===== src/inc/clock_gen_pkg.sv =====
package clock_gen_pkg;

  // register port
  localparam int ADDR_W = 4;
  localparam int DATA_W = 32;
  localparam logic [3:0] CTRL_ADDR = 4'h0;
  localparam logic [3:0] STATUS_ADDR = 4'h4;
  localparam int CTRL_STOP_BIT = 0;
  localparam int CTRL_START_BIT = 1;
  localparam int ST_HALT_BIT = 0;
  localparam int ST_SLOW_BIT = 1;
  localparam int ST_READY_BIT = 2;
  localparam int ST_SYNC_BIT = 3;
  localparam logic [31:0] RDATA_RESET = 32'h0000_0000;

  // divider chain, counted in oscillator transitions (two per base cycle)
  localparam logic [3:0] CLK_DIV_MOD = 4'h6;
  localparam logic [3:0] PCLK_DIV_MOD = 4'hc;
  localparam logic [3:0] CNT_RESET_VAL = 4'h0;
  localparam logic [3:0] CNT_CLEAR_VAL = 4'h1;
  localparam logic [3:0] CLK_HIGH_FIRST = 4'h1;
  localparam logic [3:0] CLK_HIGH_LAST = 4'h2;
  localparam logic [3:0] HALF_HIGH_FIRST = 4'h0;
  localparam logic [3:0] HALF_HIGH_LAST = 4'h2;
  localparam logic [3:0] PCLK_LOW_FIRST = 4'h3;
  localparam logic [3:0] PCLK_LOW_LAST = 4'h8;
  localparam logic [3:0] PCLK_PRE_FALL = 4'h2;
  localparam logic [3:0] PCLK_PRE_RISE = 4'h8;
  localparam logic [3:0] PHASE_AT_PCLK_EDGE = 4'h3;
  localparam logic [7:0] SLOW_PRESCALE_LAST = 8'hff;
  localparam logic [7:0] PRESCALE_RESET = 8'h00;

  // speed_select filter, in base clock pulses
  localparam logic [7:0] SLOW_LOW_PULSES = 8'hc3;
  localparam logic [1:0] FAST_HIGH_PULSES = 2'h3;

  typedef enum logic {SPEED_FAST, SPEED_SLOW} speed_t;

endpackage


===== src/rtl/clock_gen_ready_sync.sv =====
// Functional notes
// - a strap picks crystal oscillator or external input as base frequency
// - with external input selected the oscillator output keeps running
// - two synchronous divide-by-three counters, each with an inhibiting clear
// - processor clock one-third high, companion clock half high
// - processor and companion clocks fall on the same oscillator transition
// - peripheral clock is base/6 with even duty
// - peripheral clock rate ignores speed_select
// - stop freezes peripheral clock level until reset, start or clock_sync_in
// - in fast mode peripheral clock falls together with processor and companion clocks
// - clock_sync_in holds all three clocks high
// - each bus ready counts only with its own low qualifier
// - a valid qualified ready drives ready output high
// - shallow select low: rise caught on clock rise, ready on next fall
// - shallow select low: ready falling goes straight to stage two
// - shallow select high: only stage two on processor clock fall
// - stop in crystal mode halts oscillator too, processor and companion clocks stop high
// - slow after 195 low pulses, fast after 3 high pulses
// - recognised speed change applies at the next peripheral clock edge
//
// The address map and the strobed register port were chosen for this implementation.
module clock_gen_ready_sync (
  input wire logic clk_sys_i,
  input wire logic rst_i,
  input wire logic freq_source_sel_i,
  input wire logic external_freq_input_i,
  input wire logic speed_select_i,
  input wire logic clock_sync_in_i,
  input wire logic bus1_ready_in_i,
  input wire logic bus2_ready_in_i,
  input wire logic bus1_ready_qualify_n_i,
  input wire logic bus2_ready_qualify_n_i,
  input wire logic ready_sync_depth_sel_i,
  input wire logic [3:0] reg_addr_i,
  input wire logic [31:0] reg_wdata_i,
  input wire logic reg_wr_i,
  input wire logic reg_rd_i,
  output logic [31:0] reg_rdata_o,
  output logic clk_cpu_o,
  output logic clock_half_duty_o,
  output logic clk_periph_o,
  output logic osc_buffer_out_o,
  output logic ready_o
);

  function automatic logic in_span(input logic [3:0] v, input logic [3:0] lo,
                                   input logic [3:0] hi);
    in_span = (v >= lo) && (v <= hi);
  endfunction

  logic strap_done;
  logic src_ext;
  logic stopped;
  logic efi_q;
  logic efi_prev;
  logic [7:0] low_cnt;
  logic [1:0] high_cnt;
  logic target_slow;
  clock_gen_pkg::speed_t speed;
  logic [7:0] prescale;
  logic ready_stage1;
  logic [3:0] cpu_phase;
  logic [3:0] half_phase;
  logic [3:0] pclk_cnt;

  // strap caught once after reset release
  // source strap capture
  always_ff @(posedge clk_sys_i or posedge rst_i) begin
    if (rst_i) begin
      strap_done <= 1'b0;
      src_ext <= 1'b0;
    end else if (!strap_done) begin
      strap_done <= 1'b1;
      src_ext <= freq_source_sel_i;
    end
  end

  // start/stop commands, start wins
  wire ctrl_wr = reg_wr_i && (reg_addr_i == clock_gen_pkg::CTRL_ADDR);
  wire start_cmd = ctrl_wr && reg_wdata_i[clock_gen_pkg::CTRL_START_BIT];
  wire stop_cmd = ctrl_wr && reg_wdata_i[clock_gen_pkg::CTRL_STOP_BIT];
  always_ff @(posedge clk_sys_i or posedge rst_i) begin
    if (rst_i) begin
      stopped <= 1'b0;
    end else if (start_cmd) begin
      stopped <= 1'b0;
    end else if (stop_cmd) begin
      stopped <= 1'b1;
    end
  end

  // oscillator: one transition per system clock
  // oscillator halts on stop in crystal mode
  wire osc_run = strap_done && !(stopped && !src_ext);
  always_ff @(posedge clk_sys_i or posedge rst_i) begin
    if (rst_i) begin
      osc_buffer_out_o <= 1'b0;
    end else if (osc_run) begin
      osc_buffer_out_o <= !osc_buffer_out_o;
    end
  end

  always_ff @(posedge clk_sys_i or posedge rst_i) begin
    if (rst_i) begin
      efi_q <= 1'b0;
      efi_prev <= 1'b0;
    end else begin
      efi_q <= external_freq_input_i;
      efi_prev <= efi_q;
    end
  end

  wire efi_tick = efi_q != efi_prev;
  wire efi_rise = efi_q && !efi_prev;
  wire base_tick = strap_done && (src_ext ? efi_tick : osc_run);
  wire base_rise = strap_done && (src_ext ? efi_rise : (osc_run && !osc_buffer_out_o));

  // speed_select filter
  // low/high pulse counts
  wire [7:0] next_low_cnt = speed_select_i ? 8'h00 :
    (low_cnt == clock_gen_pkg::SLOW_LOW_PULSES) ? low_cnt : low_cnt + 8'h01;
  wire [1:0] next_high_cnt = !speed_select_i ? 2'h0 :
    (high_cnt == clock_gen_pkg::FAST_HIGH_PULSES) ? high_cnt : high_cnt + 2'h1;
  always_ff @(posedge clk_sys_i or posedge rst_i) begin
    if (rst_i) begin
      low_cnt <= 8'h00;
      high_cnt <= 2'h0;
    end else if (base_rise) begin
      low_cnt <= next_low_cnt;
      high_cnt <= next_high_cnt;
    end
  end

  always_ff @(posedge clk_sys_i or posedge rst_i) begin
    if (rst_i) begin
      target_slow <= 1'b0;
    end else if (low_cnt == clock_gen_pkg::SLOW_LOW_PULSES) begin
      target_slow <= 1'b1;
    end else if (high_cnt == clock_gen_pkg::FAST_HIGH_PULSES) begin
      target_slow <= 1'b0;
    end
  end

  // counters advance; sync clears, stop holds
  wire sync_active = clock_sync_in_i;
  wire run = base_tick && !stopped && !sync_active;
  wire is_slow = speed == clock_gen_pkg::SPEED_SLOW;
  wire cpu_step = run && (!is_slow || prescale == clock_gen_pkg::SLOW_PRESCALE_LAST);
  // switch on the step into a peripheral clock edge
  wire pclk_edge_next = run && (pclk_cnt == clock_gen_pkg::PCLK_PRE_FALL ||
                                pclk_cnt == clock_gen_pkg::PCLK_PRE_RISE);
  wire speed_switch = pclk_edge_next && (is_slow != target_slow);
  wire align_load = speed_switch && !target_slow;

  always_ff @(posedge clk_sys_i or posedge rst_i) begin
    if (rst_i) begin
      speed <= clock_gen_pkg::SPEED_FAST;
      prescale <= clock_gen_pkg::PRESCALE_RESET;
    end else begin
      if (speed_switch) begin
        speed <= target_slow ? clock_gen_pkg::SPEED_SLOW : clock_gen_pkg::SPEED_FAST;
      end
      if (speed_switch || sync_active) begin
        prescale <= clock_gen_pkg::PRESCALE_RESET;
      end else if (run && is_slow) begin
        prescale <= prescale + 8'h01;
      end
    end
  end

  div_counter #(.MOD(clock_gen_pkg::CLK_DIV_MOD)) cpu_div (
    .clk_sys_i(clk_sys_i),
    .rst_i(rst_i),
    .count_en_i(cpu_step),
    .clear_i(sync_active),
    .load_i(align_load),
    .load_val_i(clock_gen_pkg::PHASE_AT_PCLK_EDGE),
    .count_o(cpu_phase)
  );

  div_counter #(.MOD(clock_gen_pkg::CLK_DIV_MOD)) half_div (
    .clk_sys_i(clk_sys_i),
    .rst_i(rst_i),
    .count_en_i(cpu_step),
    .clear_i(sync_active),
    .load_i(align_load),
    .load_val_i(clock_gen_pkg::PHASE_AT_PCLK_EDGE),
    .count_o(half_phase)
  );

  // peripheral counter runs on every base transition unless stopped or in sync
  div_counter #(.MOD(clock_gen_pkg::PCLK_DIV_MOD)) pclk_div (
    .clk_sys_i(clk_sys_i),
    .rst_i(rst_i),
    .count_en_i(run),
    .clear_i(sync_active),
    .load_i(1'b0),
    .load_val_i(clock_gen_pkg::CNT_RESET_VAL),
    .count_o(pclk_cnt)
  );

  // duty decode, both fall entering phase 3
  wire dec_cpu = in_span(cpu_phase, clock_gen_pkg::CLK_HIGH_FIRST,
                         clock_gen_pkg::CLK_HIGH_LAST);
  wire dec_half = in_span(half_phase, clock_gen_pkg::HALF_HIGH_FIRST,
                          clock_gen_pkg::HALF_HIGH_LAST);
  // low from count 3, with cpu phase 3
  wire dec_pclk = !in_span(pclk_cnt, clock_gen_pkg::PCLK_LOW_FIRST,
                           clock_gen_pkg::PCLK_LOW_LAST);

  // sync forces high; stop holds processor clocks high
  wire force_high = sync_active || stopped;
  wire next_cpu = force_high || dec_cpu;
  wire next_half = force_high || dec_half;
  wire next_pclk = sync_active || (stopped ? clk_periph_o : dec_pclk);

  always_ff @(posedge clk_sys_i or posedge rst_i) begin
    if (rst_i) begin
      clk_cpu_o <= 1'b0;
      clock_half_duty_o <= 1'b1;
      clk_periph_o <= 1'b1;
    end else begin
      clk_cpu_o <= next_cpu;
      clock_half_duty_o <= next_half;
      clk_periph_o <= next_pclk;
    end
  end

  // ready synchronisation
  // qualified ready per bus
  wire rdy_valid = (bus1_ready_in_i && !bus1_ready_qualify_n_i) ||
                   (bus2_ready_in_i && !bus2_ready_qualify_n_i);
  wire clk_rise = next_cpu && !clk_cpu_o;
  wire clk_fall = !next_cpu && clk_cpu_o;
  // falling ready straight to stage two; stage one bypass
  wire next_ready = ready_sync_depth_sel_i ? rdy_valid : (ready_stage1 && rdy_valid);

  always_ff @(posedge clk_sys_i or posedge rst_i) begin
    if (rst_i) begin
      ready_stage1 <= 1'b0;
      ready_o <= 1'b0;
    end else begin
      if (clk_rise) begin
        ready_stage1 <= rdy_valid;
      end
      if (clk_fall) begin
        ready_o <= next_ready;
      end
    end
  end

  // register reads, data in the following cycle only
  wire [31:0] status_word = {28'h000_0000, sync_active, ready_o, is_slow, stopped};
  wire [31:0] ctrl_word = {31'h0000_0000, stopped};
  wire [31:0] read_word = (reg_addr_i == clock_gen_pkg::STATUS_ADDR) ? status_word :
                          (reg_addr_i == clock_gen_pkg::CTRL_ADDR) ? ctrl_word :
                          clock_gen_pkg::RDATA_RESET;
  always_ff @(posedge clk_sys_i or posedge rst_i) begin
    if (rst_i) begin
      reg_rdata_o <= clock_gen_pkg::RDATA_RESET;
    end else begin
      reg_rdata_o <= reg_rd_i ? read_word : clock_gen_pkg::RDATA_RESET;
    end
  end
endmodule


===== src/rtl/div_counter.sv =====
module div_counter #(
  parameter logic [3:0] MOD = clock_gen_pkg::CLK_DIV_MOD
) (
  input wire logic clk_sys_i,
  input wire logic rst_i,
  input wire logic count_en_i,
  input wire logic clear_i,
  input wire logic load_i,
  input wire logic [3:0] load_val_i,
  output logic [3:0] count_o
);

  logic [3:0] wrap_count;
  logic [3:0] next_count;

  assign wrap_count = (count_o == MOD - 4'h1) ? 4'h0 : count_o + 4'h1;
  // clear inhibits counting
  assign next_count = clear_i ? clock_gen_pkg::CNT_CLEAR_VAL :
                      load_i ? load_val_i :
                      count_en_i ? wrap_count : count_o;

  always_ff @(posedge clk_sys_i or posedge rst_i) begin
    if (rst_i) begin
      count_o <= clock_gen_pkg::CNT_RESET_VAL;
    end else begin
      count_o <= next_count;
    end
  end

endmodule

===== config.mk =====
export PLATFORM = sky130hd
export DESIGN_NAME = clock_gen_ready_sync
export DESIGN_NICKNAME = d
export VERILOG_FILES = /design/src/inc/clock_gen_pkg.sv /design/src/rtl/clock_gen_ready_sync.sv /design/src/rtl/div_counter.sv
export SDC_FILE = /design/constraint.sdc
export NUM_CORES = 1
export LEC_CHECK = 0
export BUFFER_PORTS_ARGS = -buffer_cell sky130_fd_sc_hd__buf_2
export CORE_MARGIN = 8
export CORE_UTILIZATION = 35
export DETAILED_ROUTE_END_ITERATION = 8
export GPL_TIMING_DRIVEN = 0
export MAX_ROUTING_LAYER = met4
export PLACE_DENSITY_LB_ADDON = 0.3
export SYNTH_ARGS = -nofsm -noshare
export SYNTH_HDL_FRONTEND = slang
export SYNTH_SLANG_ARGS = --single-unit
export TNS_END_PERCENT = 10

===== constraint.sdc =====
create_clock -name clk_sys_i -period 2.48 [get_ports clk_sys_i]
set_clock_uncertainty 0.05 [all_clocks]
set_input_delay 0.372 -clock clk_sys_i [delete_from_list [all_inputs] [get_ports clk_sys_i]]
set_output_delay 0.372 -clock clk_sys_i [all_outputs]
set_load 0.005 [all_outputs]

======== Yosys cells after proc, flatten, opt, wreduce, memory -nomap -nowiden ========
Index checks and enable logic that the tools add are counted.
storage, ports and cells
  bits of input ports ..................... 49
  register bits after elaboration ......... 47
  logic and storage cells ................. 127
  output and inout port bits .............. 37
cells by class
  muxes and demuxes ....................... 29
  equality and inequality tests ........... 13
  order comparisons ....................... 6
  reduce and logical (&&, ||, !) cells .... 53
  add/sub/neg operators ................... 6
operators with widths
  operator               number
  $mux W4                13
  $mux W8                4
  $logic_and A1 B1 Y1    24
  $add A8 B1 Y8 const B  2
  $eq A8 B8 Y1 const B   2
  $logic_not A1 Y1       13
  $add A4 B1 Y4 const B  3
  $eq A4 B3 Y1 const B   3
  $mux W1                10
  $eq A4 B4 Y1 const B   2
  $ge A4 B1 Y1 const B   2
  $le A4 B2 Y1 const B   2
  $logic_or A1 B1 Y1     8
  $reduce_bool A2 Y1     4
  $eq A4 B2 Y1 const B   1
  $ge A4 B2 Y1 const B   1
  $le A4 B4 Y1 const B   1
  $logic_not A4 Y1       1
  $mux W2                2
  $ne A2 B2 Y1 const B   2
  $reduce_and A2 Y1      2
  $reduce_bool A3 Y1     1
  $add A2 B1 Y2 const B  1
  $eq A2 B2 Y1 const B   1
  $ne A1 B1 Y1           2

======== Depth between registers and ports, before layout ========
Gate-level depths: netlist of run 1.
  depth after elaboration ................. 13
  gate-level depth with buffers ........... 7
  depth with buffers taken out ............ 6

======== Modules after synthesis ========
A second synthesis of run 1 with hierarchy kept.
second synthesis, totals
  cells, all modules ...................... 286
  area, all modules ....................... 2752.6 µm²
by module, submodules not included
  module                      times used  sequential area each (µm²)  area each (µm²)  cells each
  clock_gen_ready_sync        1           878.3                       1984.4           205
  div_counter at cpu_div ...  2           100.1                       242.7            26
  div_counter at pclk_div     1           100.1                       282.8            29

======== Worst setup path before layout of run 1 ========
Ideal clock, no wire load.
  path kind ............................... register to register
  start ................................... reg efi_q
  end ..................................... reg cpu_div.count_o[1]
  cell stages (with the launch flop) ...... 7
  clock period less this slack ............ 1.876 ns
  buffers on the path ..................... 1
  library setup time ...................... 0.142 ns
  arrival time ............................ 1.684 ns
  setup slack ............................. 0.604 ns
  required time ........................... 2.288 ns
  path through ............................ dfrtp_1 > ha_1 > a21boi_4 > nand2_1 > buf_2 > a2111oi_0 > o32ai_1
between the ends
  cells in the longest elaborated chain, start to end .. 10
  elaborated cells between the ends (all ways) .. 12
  those cells by class .................... 1 x eq/ne; 3 x mux; 8 x reduce/logical
ends and longest elaborated chain
  item                                 RTL line                     RTL
  start: declaration                   clock_gen_ready_sync.sv:54   logic efi_q;
  start signal: assignment             clock_gen_ready_sync.sv:108  efi_q <= external_freq_input_i;
  $ne A1 B1 Y1 *                       clock_gen_ready_sync.sv:113  wire efi_tick = efi_q != efi_prev;
  $mux W1 *                            clock_gen_ready_sync.sv:115  wire base_tick = strap_done && (src_ext ? efi_tick : osc_run);
  $logic_and A1 B1 Y1 *                clock_gen_ready_sync.sv:115
  $logic_and A1 B1 Y1 * (2 in series)  clock_gen_ready_sync.sv:146  wire run = base_tick && !stopped && !sync_active;
  $logic_and A1 B1 Y1                  clock_gen_ready_sync.sv:150  wire pclk_edge_next = run && (pclk_cnt == clock_gen_pkg::PCLK_PRE_FALL ||
  $logic_and A1 B1 Y1                  clock_gen_ready_sync.sv:152  wire speed_switch = pclk_edge_next && (is_slow != target_slow);
  $logic_and A1 B1 Y1                  clock_gen_ready_sync.sv:153  wire align_load = speed_switch && !target_slow;
  $mux W4                              div_counter.sv:19            load_i ? load_val_i :
  $mux W4                              div_counter.sv:18            assign next_count = clear_i ? clock_gen_pkg::CNT_CLEAR_VAL :
  end signal: assignment               div_counter.sv:24            count_o <= clock_gen_pkg::CNT_RESET_VAL;
  end signal: assignment               div_counter.sv:26            count_o <= next_count;
  end: declaration                     div_counter.sv:10            output logic [3:0] count_o
Mark *: on every way between the ends. The rest lies on a longest branch, timed or not.
A chain may end at the register's enable or synchronous reset.

======== Final worst setup path of run 1 ========
Same ends and word-level chain as after synthesis.

==> impl_metrics.env, run 1 <==
export IMPL_status="finished, final reports clean"
export IMPL_fin_setup_tns_ns=0
export IMPL_crit_path_start_kind="register"
export IMPL_yosysSeqAreaShare_pct=43.5
export IMPL_drt_initial_drc_count=43
export IMPL_clk_latency_ns=0.29
export IMPL_endpoint_kind="register"
export IMPL_worst_path_stages=6
export IMPL_die_w_um=104
export IMPL_dp_hpwl_um=4460
export IMPL_fillers=783
export IMPL_dr_pass1_iters=4
export IMPL_antenna_left=0
export IMPL_htree_levels=2
export IMPL_ir_drop_mv=0.238
export IMPL_die_area_sq_mm=0.0108
export IMPL_power_density_mw_per_mm2=612
export IMPL_ys_ff_latch=47
export IMPL_seqCellArea_sq_mm=0.00118
export IMPL_num_antenna_cells=0
export IMPL_final_util_pct=41.8
export IMPL_antenna_found_initial=0
export IMPL_r2r_slack_ns=0.35
export IMPL_start_util_pct=35.6
export IMPL_cts_tree="built"
export IMPL_drv_cap=0
export IMPL_vias=2153
export IMPL_async_flop_share_pct=100
export IMPL_clockRootBuffer="clkbuf_8"
export IMPL_postSynthAreaPerCell_sq_um=9.50
export IMPL_gp_congestion=0.823
export IMPL_leakagePower_nw=1.50
export IMPL_nNetsFinal=403
export IMPL_io_pins=86
export IMPL_required_ns=2.60
export IMPL_rsz0062_at_grt="false"
export IMPL_synth_cell_area_sq_mm=0.00271
export IMPL_multi_input_area_sq_mm=0.00130
export IMPL_synth_edf_count=0
export IMPL_cp_num_buf_inv=1
export IMPL_yosysWarnings=0
export IMPL_grt_pass1_vias=2176
export IMPL_finish_instance_area_sq_mm=0.00318
export IMPL_grt_max_degree=34
export IMPL_grt_pass1_wl_um=10100
export IMPL_min_period_ns=2.13
export IMPL_critPathArrivalTime_ns=2.25
export IMPL_ys_types=55
export IMPL_area_growth_synth_to_final_pct=17.4
export IMPL_fp_row_count=32
export IMPL_cp_top_family="compound AO/OA/AOI/OAI gates"
export IMPL_ys_dominant_reg_cell="dfrtp_1"
export IMPL_grt_overflow_total=0
export IMPL_clkSinkCount=47
export IMPL_mostFrequentLayoutCells="dfrtp_1, buf_2, conb_1"
export IMPL_holdCritStartpoint="external_freq_input_i"
export IMPL_hold_path_depth=1
export IMPL_cp_slowest_cell="a2111oi_0"
export IMPL_final_common_cell="dfrtp_1"
export IMPL_worstSetupPathType="reg -> reg"
export IMPL_core_area_sq_mm=0.00761
export IMPL_routed_via_density=4.78
export IMPL_rr_worst_depth=6
export IMPL_fmax_mhz=469
export IMPL_fp_dieH_um=104
export IMPL_reg2reg_to="cpu_div.count_o[1]"
export IMPL_max_stage_delay_ns=0.42
export IMPL_cts_buffer_depth=2
export IMPL_finalSetupViolCount=0
export IMPL_wl_um=5790
export IMPL_p_total_mw=1.95
export IMPL_cts_buffers=5
export IMPL_holdCritPathClass="in -> reg"
export IMPL_finalCritPeriodShare_pct=86.1
export IMPL_max_slew_worst_pin_slew_ns=0.783
export IMPL_hold_violations=0
export IMPL_drv_slew=0
export IMPL_maxSlewHeadroom_pct=47.5
export IMPL_layout_drive_gt1_share_pct=23.0
export IMPL_wl_per_cell_um=12.9
export IMPL_syn_inst=285
export IMPL_holdPathEnd="efi_q"
export IMPL_drc_errors=0
export IMPL_grt_usage_pct=11.1
export IMPL_crit_fanout=10
export IMPL_r2r_start="efi_q"
export IMPL_dpl_instance_area_sq_mm=0.00309
export IMPL_clk_pin_slew_worst_paths_ns=0.09
export IMPL_worstPathCellList="ha_1, a21boi_4, nand2_1, buf_2, a2111oi_0, o32ai_1"
export IMPL_place_port_buffers=26
==> state kept, by name, summed over array words and instances, names as in the netlist, 2 cells and up <==
name,count
cpu_div.count_o,4
half_div.count_o,4
high_cnt,2
low_cnt,8
pclk_div.count_o,4
prescale,8
reg_rdata_o,4
==> logic make-up after synthesis <==
family,Yosys count,share of synthesized area [%]
other,2,0.277
adders and majority gates,7,3.23
and+or+nand+nor,82,16.6
xor gates and xnor gates,6,1.94
DFF,47,43.5
AOI/OAI and AO/OA,78,20.1
muxes,5,1.99
buffers and inverters,58,12.3
==> report_power, final <==
group	internal, mW	switching (mW)
Sequential	0.875	0.0984
Clock	0.199	0.253
Combinational	0.219	0.303
Total	1.29	0.655
==> repair_timing <==
item | 4_1_cts | 5_1_grt
hold buffers | 1 | 0
setup buffers | 0 | 0
hold endpoints to repair | 13 | 0
resized for setup | 0 | 0
==> worst max-delay path by stage <==
| stage | from | to | slack (ns) |
|---|---|---|---|
| after floorplan | efi_q | cpu_div.count_o[1] | 0.60 |
| after global routing | efi_q | half_div.count_o[1] | 0.19 |
| final | efi_q | cpu_div.count_o[1] | 0.35 |
| after CTS | efi_q | cpu_div.count_o[1] | 0.34 |
| after detailed placement | efi_q | cpu_div.count_o[1] | 0.37 |
| after global placement | rst_i | pclk_div.count_o[2] | 0.24 |
==> metrics by stage <==
step,instances,hold slack [ns],setup WS [ns]
2_1_floorplan,312,0.310,0.604
3_3_place_gp,440,0.328,0.237
3_5_place_dp,441,0.313,0.367
4_1_cts,450,0.121,0.339
5_1_grt,450,0.125,0.186
6_report,450,0.135,0.346
==> synth_stat cells (2+ instances only) <==
master,n,share of area (%)
a2111oi_0,4,1.3
a211oi_1,3,0.83
a21boi_0,2,0.55
a21boi_1,2,0.55
a21oi_1,10,1.8
a31oi_1,3,0.69
and2_1,4,0.92
and3_1,3,0.69
and4_1,2,0.65
buf_2,3,0.55
buf_4,28,7.8
clkbuf_1,4,0.55
conb_1,2,0.28
dfrtp_1,45,42
dfstp_2,2,1.9
ha_1,7,3.2
inv_1,21,2.9
mux2_2,3,1.2
mux2i_1,2,0.74
nand2_1,20,2.8
nand3_1,15,2.8
nand4_1,3,0.69
nor2_1,16,2.2
nor4_1,2,0.46
o211ai_1,4,1.1
o21a_1,3,0.83
o21ai_0,20,3.7
o311a_1,2,0.74
o31ai_1,12,3.3
o32ai_1,3,0.97
or3_1,2,0.46
or4_1,6,1.7
xnor2_1,4,1.3
xor2_1,2,0.65
==> metal layers <==
layer  GRT usage, %  wire, um  vias to the layer above
met2           18.1      2760                       45
met5              -         0                        -
met1           13.1      2710                     1006
met4           2.69        34                        0
met3           3.41       287                        5
li1               -         -                     1097
==> area by class of cell <==
type,count,area share [%]
Tap cell,102,4.01
Timing Repair Buffer,28,5.04
Inverter,22,2.60
Clock buffer,7,2.40
Clock inverter,1,0.157
Multi-Input combinational cell,207,40.8
Buffer,36,7.91
Sequential cell,47,37.1
Note: power is estimated with default switching activity, not from simulation.
==> inputs of run 2 (changes only) <==
--- a/config.mk
+++ b/config.mk
@@ -12,6 +12,8 @@
 export GPL_TIMING_DRIVEN = 0
 export MAX_ROUTING_LAYER = met4
 export PLACE_DENSITY_LB_ADDON = 0.3
+export REMOVE_ABC_BUFFERS = 1
+export SETUP_SLACK_MARGIN = 0.5
 export SYNTH_ARGS = -nofsm -noshare
 export SYNTH_HDL_FRONTEND = slang
 export SYNTH_SLANG_ARGS = --single-unit
==> run 2 against run 1 <==
  * Critical endpoint is now half_div.count_o[1]
  * Core utilization decreased by 2.2 points
  * Sequential power increased by 2.7%
  * Cell count decreased by 7.6%
  * Combinational power decreased by 15%
  * Clock-buffer cell count decreased by 1
  * Register-to-register slack improved by 0.09 ns
==> impl_metrics.env, run 2 (synthesis gave the netlist of run 1 again) <==
export IMPL_wl_um=5550
export IMPL_dr_pass1_iters=4
export IMPL_dp_hpwl_um=4130
export IMPL_fp_dieH_um=104
export IMPL_grt_pass1_wl_um=9780
export IMPL_cts_buffer_depth=2
export IMPL_clk_latency_ns=0.30
export IMPL_grt_usage_pct=10.9
export IMPL_clkSinkCount=47
export IMPL_gp_congestion=0.799
export IMPL_clockRootBuffer="clkbuf_8"
export IMPL_area_growth_synth_to_final_pct=11.2
export IMPL_p_sw_share_pct=30.8
export IMPL_place_port_buffers=27
export IMPL_grt_max_degree=37
export IMPL_num_antenna_cells=0
export IMPL_die_area_sq_mm=0.0108
export IMPL_mostFrequentLayoutCells="dfrtp_1, conb_1, buf_2"
export IMPL_final_common_cell="dfrtp_1"
export IMPL_core_area_sq_mm=0.00761
export IMPL_finalCritPeriodShare_pct=82.5
export IMPL_leakagePower_nw=1.36
export IMPL_fin_setup_tns_ns=0
export IMPL_grt_overflow_total=0
export IMPL_stdcell_count=416
export IMPL_htree_levels=2
export IMPL_endpoint_kind="register"
export IMPL_holdCritPathClass="in -> reg"
export IMPL_power_density_mw_per_mm2=700
export IMPL_finalSetupViolCount=0
export IMPL_wl_per_cell_um=13.3
export IMPL_maxSlewHeadroom_pct=48.5
export IMPL_hold_violations=0
export IMPL_status="finished, final reports clean"
export IMPL_max_slew_worst_pin_slew_ns=0.770
export IMPL_p_clk_share_pct=31.6
export IMPL_worstSetupPathType="reg -> reg"
export IMPL_antenna_found_initial=0
export IMPL_vias=2056
export IMPL_routed_via_density=4.94
export IMPL_dp_cells=406
export IMPL_rr_worst_depth=6
export IMPL_io_pins=86
export IMPL_antenna_left=0
export IMPL_clk_pin_slew_worst_paths_ns=0.09
export IMPL_ir_drop_mv=0.291
export IMPL_fmax_mhz=489
export IMPL_internal_power_mw=1.46
export IMPL_crit_fanout=6
export IMPL_min_period_ns=2.05
export IMPL_top_regs="low_cnt x8, prescale x8"
export IMPL_drc_errors=0
export IMPL_drv_slew=0
export IMPL_critPathArrivalTime_ns=2.15
export IMPL_power_frac_comb_pct=21.1
export IMPL_p_seq_share_pct=47.3
export IMPL_drt_initial_drc_count=66
export IMPL_die_w_um=104
export IMPL_fp_row_count=32
export IMPL_rsz0062_at_grt="true"
export IMPL_start_util_pct=35.6
export IMPL_drv_cap=0
export IMPL_required_ns=2.59
export IMPL_cts_tree="built"
export IMPL_crit_path_start_kind="register"
export IMPL_grt_pass1_vias=2081
export IMPL_cts_buffers=5
export IMPL_layout_drive_gt1_share_pct=17.2
export IMPL_nNetsFinal=369
export IMPL_switchingPower_uw=650
export IMPL_hold_path_depth=1
[run 2: stage by stage]
stage	hold slack [ns]	setup slack, ns	instance area, sq um	utilization [%]	total power [mW]
floorplan	0.310	0.520	2560	-	1.30
global placement	0.319	0.191	2820	37.1	1.43
detailed placement	0.291	0.274	2840	37.4	1.45
CTS	0.112	0.450	3010	39.6	2.13
global route	0.115	0.319	3010	39.6	2.25
finish	0.121	0.435	3010	39.6	2.11
[run 2: timing repair]
| action | CTS | global route |
|---|---|---|
| cloned | 0 | 0 |
| gates resized for setup | 2 | 1 |
| endpoints found under the hold margin | 11 | 0 |
| setup endpoints to repair | 15 | 16 |
| pin swaps | 1 | 0 |
| buffers inserted | 1 | 0 |
| hold buffers | 1 | 0 |
[run 2: worst paths after layout]
kind	startpoint	end	slack, ns
setup / recovery	pclk_div.count_o[0]	half_div.count_o[1]	0.43
hold / removal	external_freq_input_i	efi_q	0.12
setup reg to reg	pclk_div.count_o[0]	half_div.count_o[1]	0.43
hold reg to reg	efi_q	efi_prev	0.34
max in group asynchronous	rst_i	clock_half_duty_o	1.33
min in group asynchronous	rst_i	low_cnt[5]	0.50
[run 2: critical path, stage by stage (launching register included)]
cell,delay [ns]
dfrtp_1,0.39
inv_1,0.09
ha_1,0.21
mux2_2,0.28
and4_1,0.24
a2111oi_0,0.49
o32ai_1,0.15
[run 2: area by class of cell]
cell class	instances	area (sq um)
clock inverter	2	60.1
timing repair buffer	30	185
fill	783	4590
inverter	22	82.6
multi-input combinational	207	1310
sequential	47	1180
clock buffer	6	72.6
tap	102	128
[run 2: per-layer routing]
layer | track usage, % | vias to the layer above | share of wire, %
met1 | 13.2 | 989 | 47
met5 | - | - | 0
met4 | 2.59 | 0 | 0.65
li1 | - | 1029 | -
met3 | 2.60 | 4 | 3.3
met2 | 17.9 | 34 | 49
[run 2: power by group through the flow]
stage	sequential, mW	combinational (mW)	clock, mW
2_1_floorplan	0.984	0.319	0
3_3_place_gp	1.01	0.425	0
3_5_place_dp	1.01	0.439	0
4_1_cts	0.998	0.450	0.687
5_1_grt	1.02	0.520	0.710
6_report	0.999	0.445	0.666
==> inputs of run 3 (changes only) <==
==> constraint.sdc (replaced) <==
create_clock -name clk_sys_i -period 2.1 [get_ports clk_sys_i]
set_clock_uncertainty 0.05 [all_clocks]
set_input_delay 0.315 -clock clk_sys_i [delete_from_list [all_inputs] [get_ports clk_sys_i]]
set_output_delay 0.315 -clock clk_sys_i [all_outputs]
set_load 0.005 [all_outputs]
==> run 3 against run 2 <==
  * Critical path depth grew 1
  * Die area unchanged
  * Fmax grew 11%
  * Register-to-register slack got worse by 0.18 ns
  * Total power increased by 26%
  * Core utilization up 4.1 points
  * Largest cell class unchanged
  * Sequential cell count unchanged
  * Clock power increased by 19%
==> impl_metrics.env, run 3 (synthesis gave the netlist of run 1 again) <==
export IMPL_ir_drop_mv=0.353
export IMPL_reg2reg_to="prescale[4]"
export IMPL_htree_levels=2
export IMPL_leakagePower_nw=1.45
export IMPL_holdPathEnd="efi_q"
export IMPL_finalCritPeriodShare_pct=87.8
export IMPL_drc_errors=0
export IMPL_finalSetupViolCount=0
export IMPL_clkSinkCount=47
export IMPL_critPathArrivalTime_ns=2.03
export IMPL_start_util_pct=35.6
export IMPL_routed_via_density=4.93
export IMPL_required_ns=2.28
export IMPL_multi_input_area_sq_mm=0.00146
export IMPL_crit_path_start_kind="register"
export IMPL_clk_latency_ns=0.30
export IMPL_r2r_slack_ns=0.26
export IMPL_cp_num_buf_inv=2
export IMPL_max_slew_worst_pin_slew_ns=0.681
export IMPL_r2r_start="efi_prev"
export IMPL_antenna_left=0
export IMPL_drv_slew=0
export IMPL_cts_tree="built"
export IMPL_grt_pass1_vias=2192
export IMPL_die_w_um=104
export IMPL_clk_pin_slew_worst_paths_ns=0.09
export IMPL_rsz0062_at_grt="true"
export IMPL_drv_cap=0
export IMPL_rr_worst_depth=7
export IMPL_wl_um=5850
export IMPL_worstPathCellList="inv_2, ha_4, a21boi_4, buf_12, nand3_4, or4_4, a21oi_2"
export IMPL_fillers=756
export IMPL_maxSlewHeadroom_pct=54.4
export IMPL_die_area_sq_mm=0.0108
export IMPL_dp_cells=406
export IMPL_status="finished, final reports clean"
export IMPL_antenna_found_initial=0
export IMPL_final_common_cell="dfrtp_1"
export IMPL_hold_path_depth=1
export IMPL_dp_hpwl_um=4130
export IMPL_holdCritPathClass="in -> reg"
export IMPL_place_port_buffers=27
export IMPL_grt_usage_pct=11.4
export IMPL_holdCritStartpoint="external_freq_input_i"
export IMPL_drt_initial_drc_count=68
export IMPL_clockRootBuffer="clkbuf_8"
export IMPL_fp_row_count=32
export IMPL_p_total_mw=2.66
export IMPL_grt_max_degree=37
export IMPL_fp_dieH_um=104
export IMPL_hold_violations=0
export IMPL_num_antenna_cells=0
export IMPL_vias=2143
export IMPL_core_area_sq_mm=0.00761
export IMPL_mostFrequentLayoutCells="dfrtp_1, conb_1, buf_2"
export IMPL_cts_buffers=5
export IMPL_area_growth_synth_to_final_pct=22.7
export IMPL_layout_drive_gt1_share_pct=27.0
export IMPL_endpoint_kind="register"
export IMPL_power_density_mw_per_mm2=800
export IMPL_worstSetupPathType="reg -> reg"
export IMPL_cts_buffer_depth=2
export IMPL_top_regs="low_cnt x8, prescale x8"
export IMPL_stdcell_count=435
export IMPL_fmax_mhz=542
export IMPL_io_pins=86
export IMPL_grt_pass1_wl_um=10300
export IMPL_max_stage_delay_ns=0.49
export IMPL_min_period_ns=1.84
export IMPL_crit_fanout=5
export IMPL_gp_congestion=0.799
export IMPL_cp_top_family="simple AND/OR/NAND/NOR gates"
export IMPL_seqCellArea_sq_mm=0.00118
export IMPL_cp_slowest_cell="or4_4"
export IMPL_dr_pass1_iters=4
export IMPL_wl_per_cell_um=13.4
export IMPL_grt_overflow_total=0
export IMPL_nNetsFinal=388
-- run 3: cell types whose count changed in the layout (fill, tap and decap cells not counted), sizes merged --
cell    previous run  this run
buf               29        47
clkbuf             6         7
-- run 3: per-layer routing --
layer,GRT usage (%),wire (um),up-vias
li1,-,-,1063
met2,18.8,2890,33
met4,2.69,33,0
met1,13.8,2730,1041
met3,2.60,187,6
met5,-,0,-
-- run 3: worst max path at each step --
| stage | slack [ns] | from | endpoint | cells past startpoint |
|---|---|---|---|---|
| finish | 0.26 | efi_prev | prescale[4] | 7 |
| global route | 0.18 | low_cnt[5] | low_cnt[1] | 4 |
| CTS | 0.26 | stopped | low_cnt[5] | 4 |
| detailed placement | -0.11 | efi_q | cpu_div.count_o[3] | 5 |
| global placement | -0.13 | rst_i | pclk_div.count_o[1] | 2 |
| floorplan | 0.14 | efi_q | cpu_div.count_o[3] | 5 |
-- run 3: per-stage QoR --
stage	util, %	area (sq um)	setup slack, ns	TNS [ns]	hold WS [ns]
finish	43.7	3320	0.256	0	0.0613
global route	43.7	3320	0.175	0	0.0563
CTS	43.2	3280	0.263	0	0.0555
detailed placement	37.4	2840	-0.106	-0.218	0.234
global placement	37.1	2820	-0.132	-5.90	0.319
floorplan	-	2560	0.140	0	0.296
-- run 3: final cells by class --
cell class	count	area share, %
inverters	22	2.48
multi-input cells	207	44.0
well taps	102	3.84
clock buffers	6	2.18
clock inverters	2	1.81
repair buffers	49	10.1
flip-flops and latches	47	35.5
-- run 3: report_power, final --
group / total [mW] / leakage, nW / switching (mW) / internal, mW
combinational: 0.682 / 0.794 / 0.390 / 0.292
clock: 0.794 / 0.0654 / 0.318 / 0.476
sequential: 1.18 / 0.595 / 0.149 / 1.04
-- run 3: timing repair --
action                                  CTS  global route
buffers inserted                         17             3
endpoints found under the hold margin    11             0
endpoints found under the setup margin   32            31
hold buffers                              1             0
resized for setup                        30             8
pin swaps                                10             4
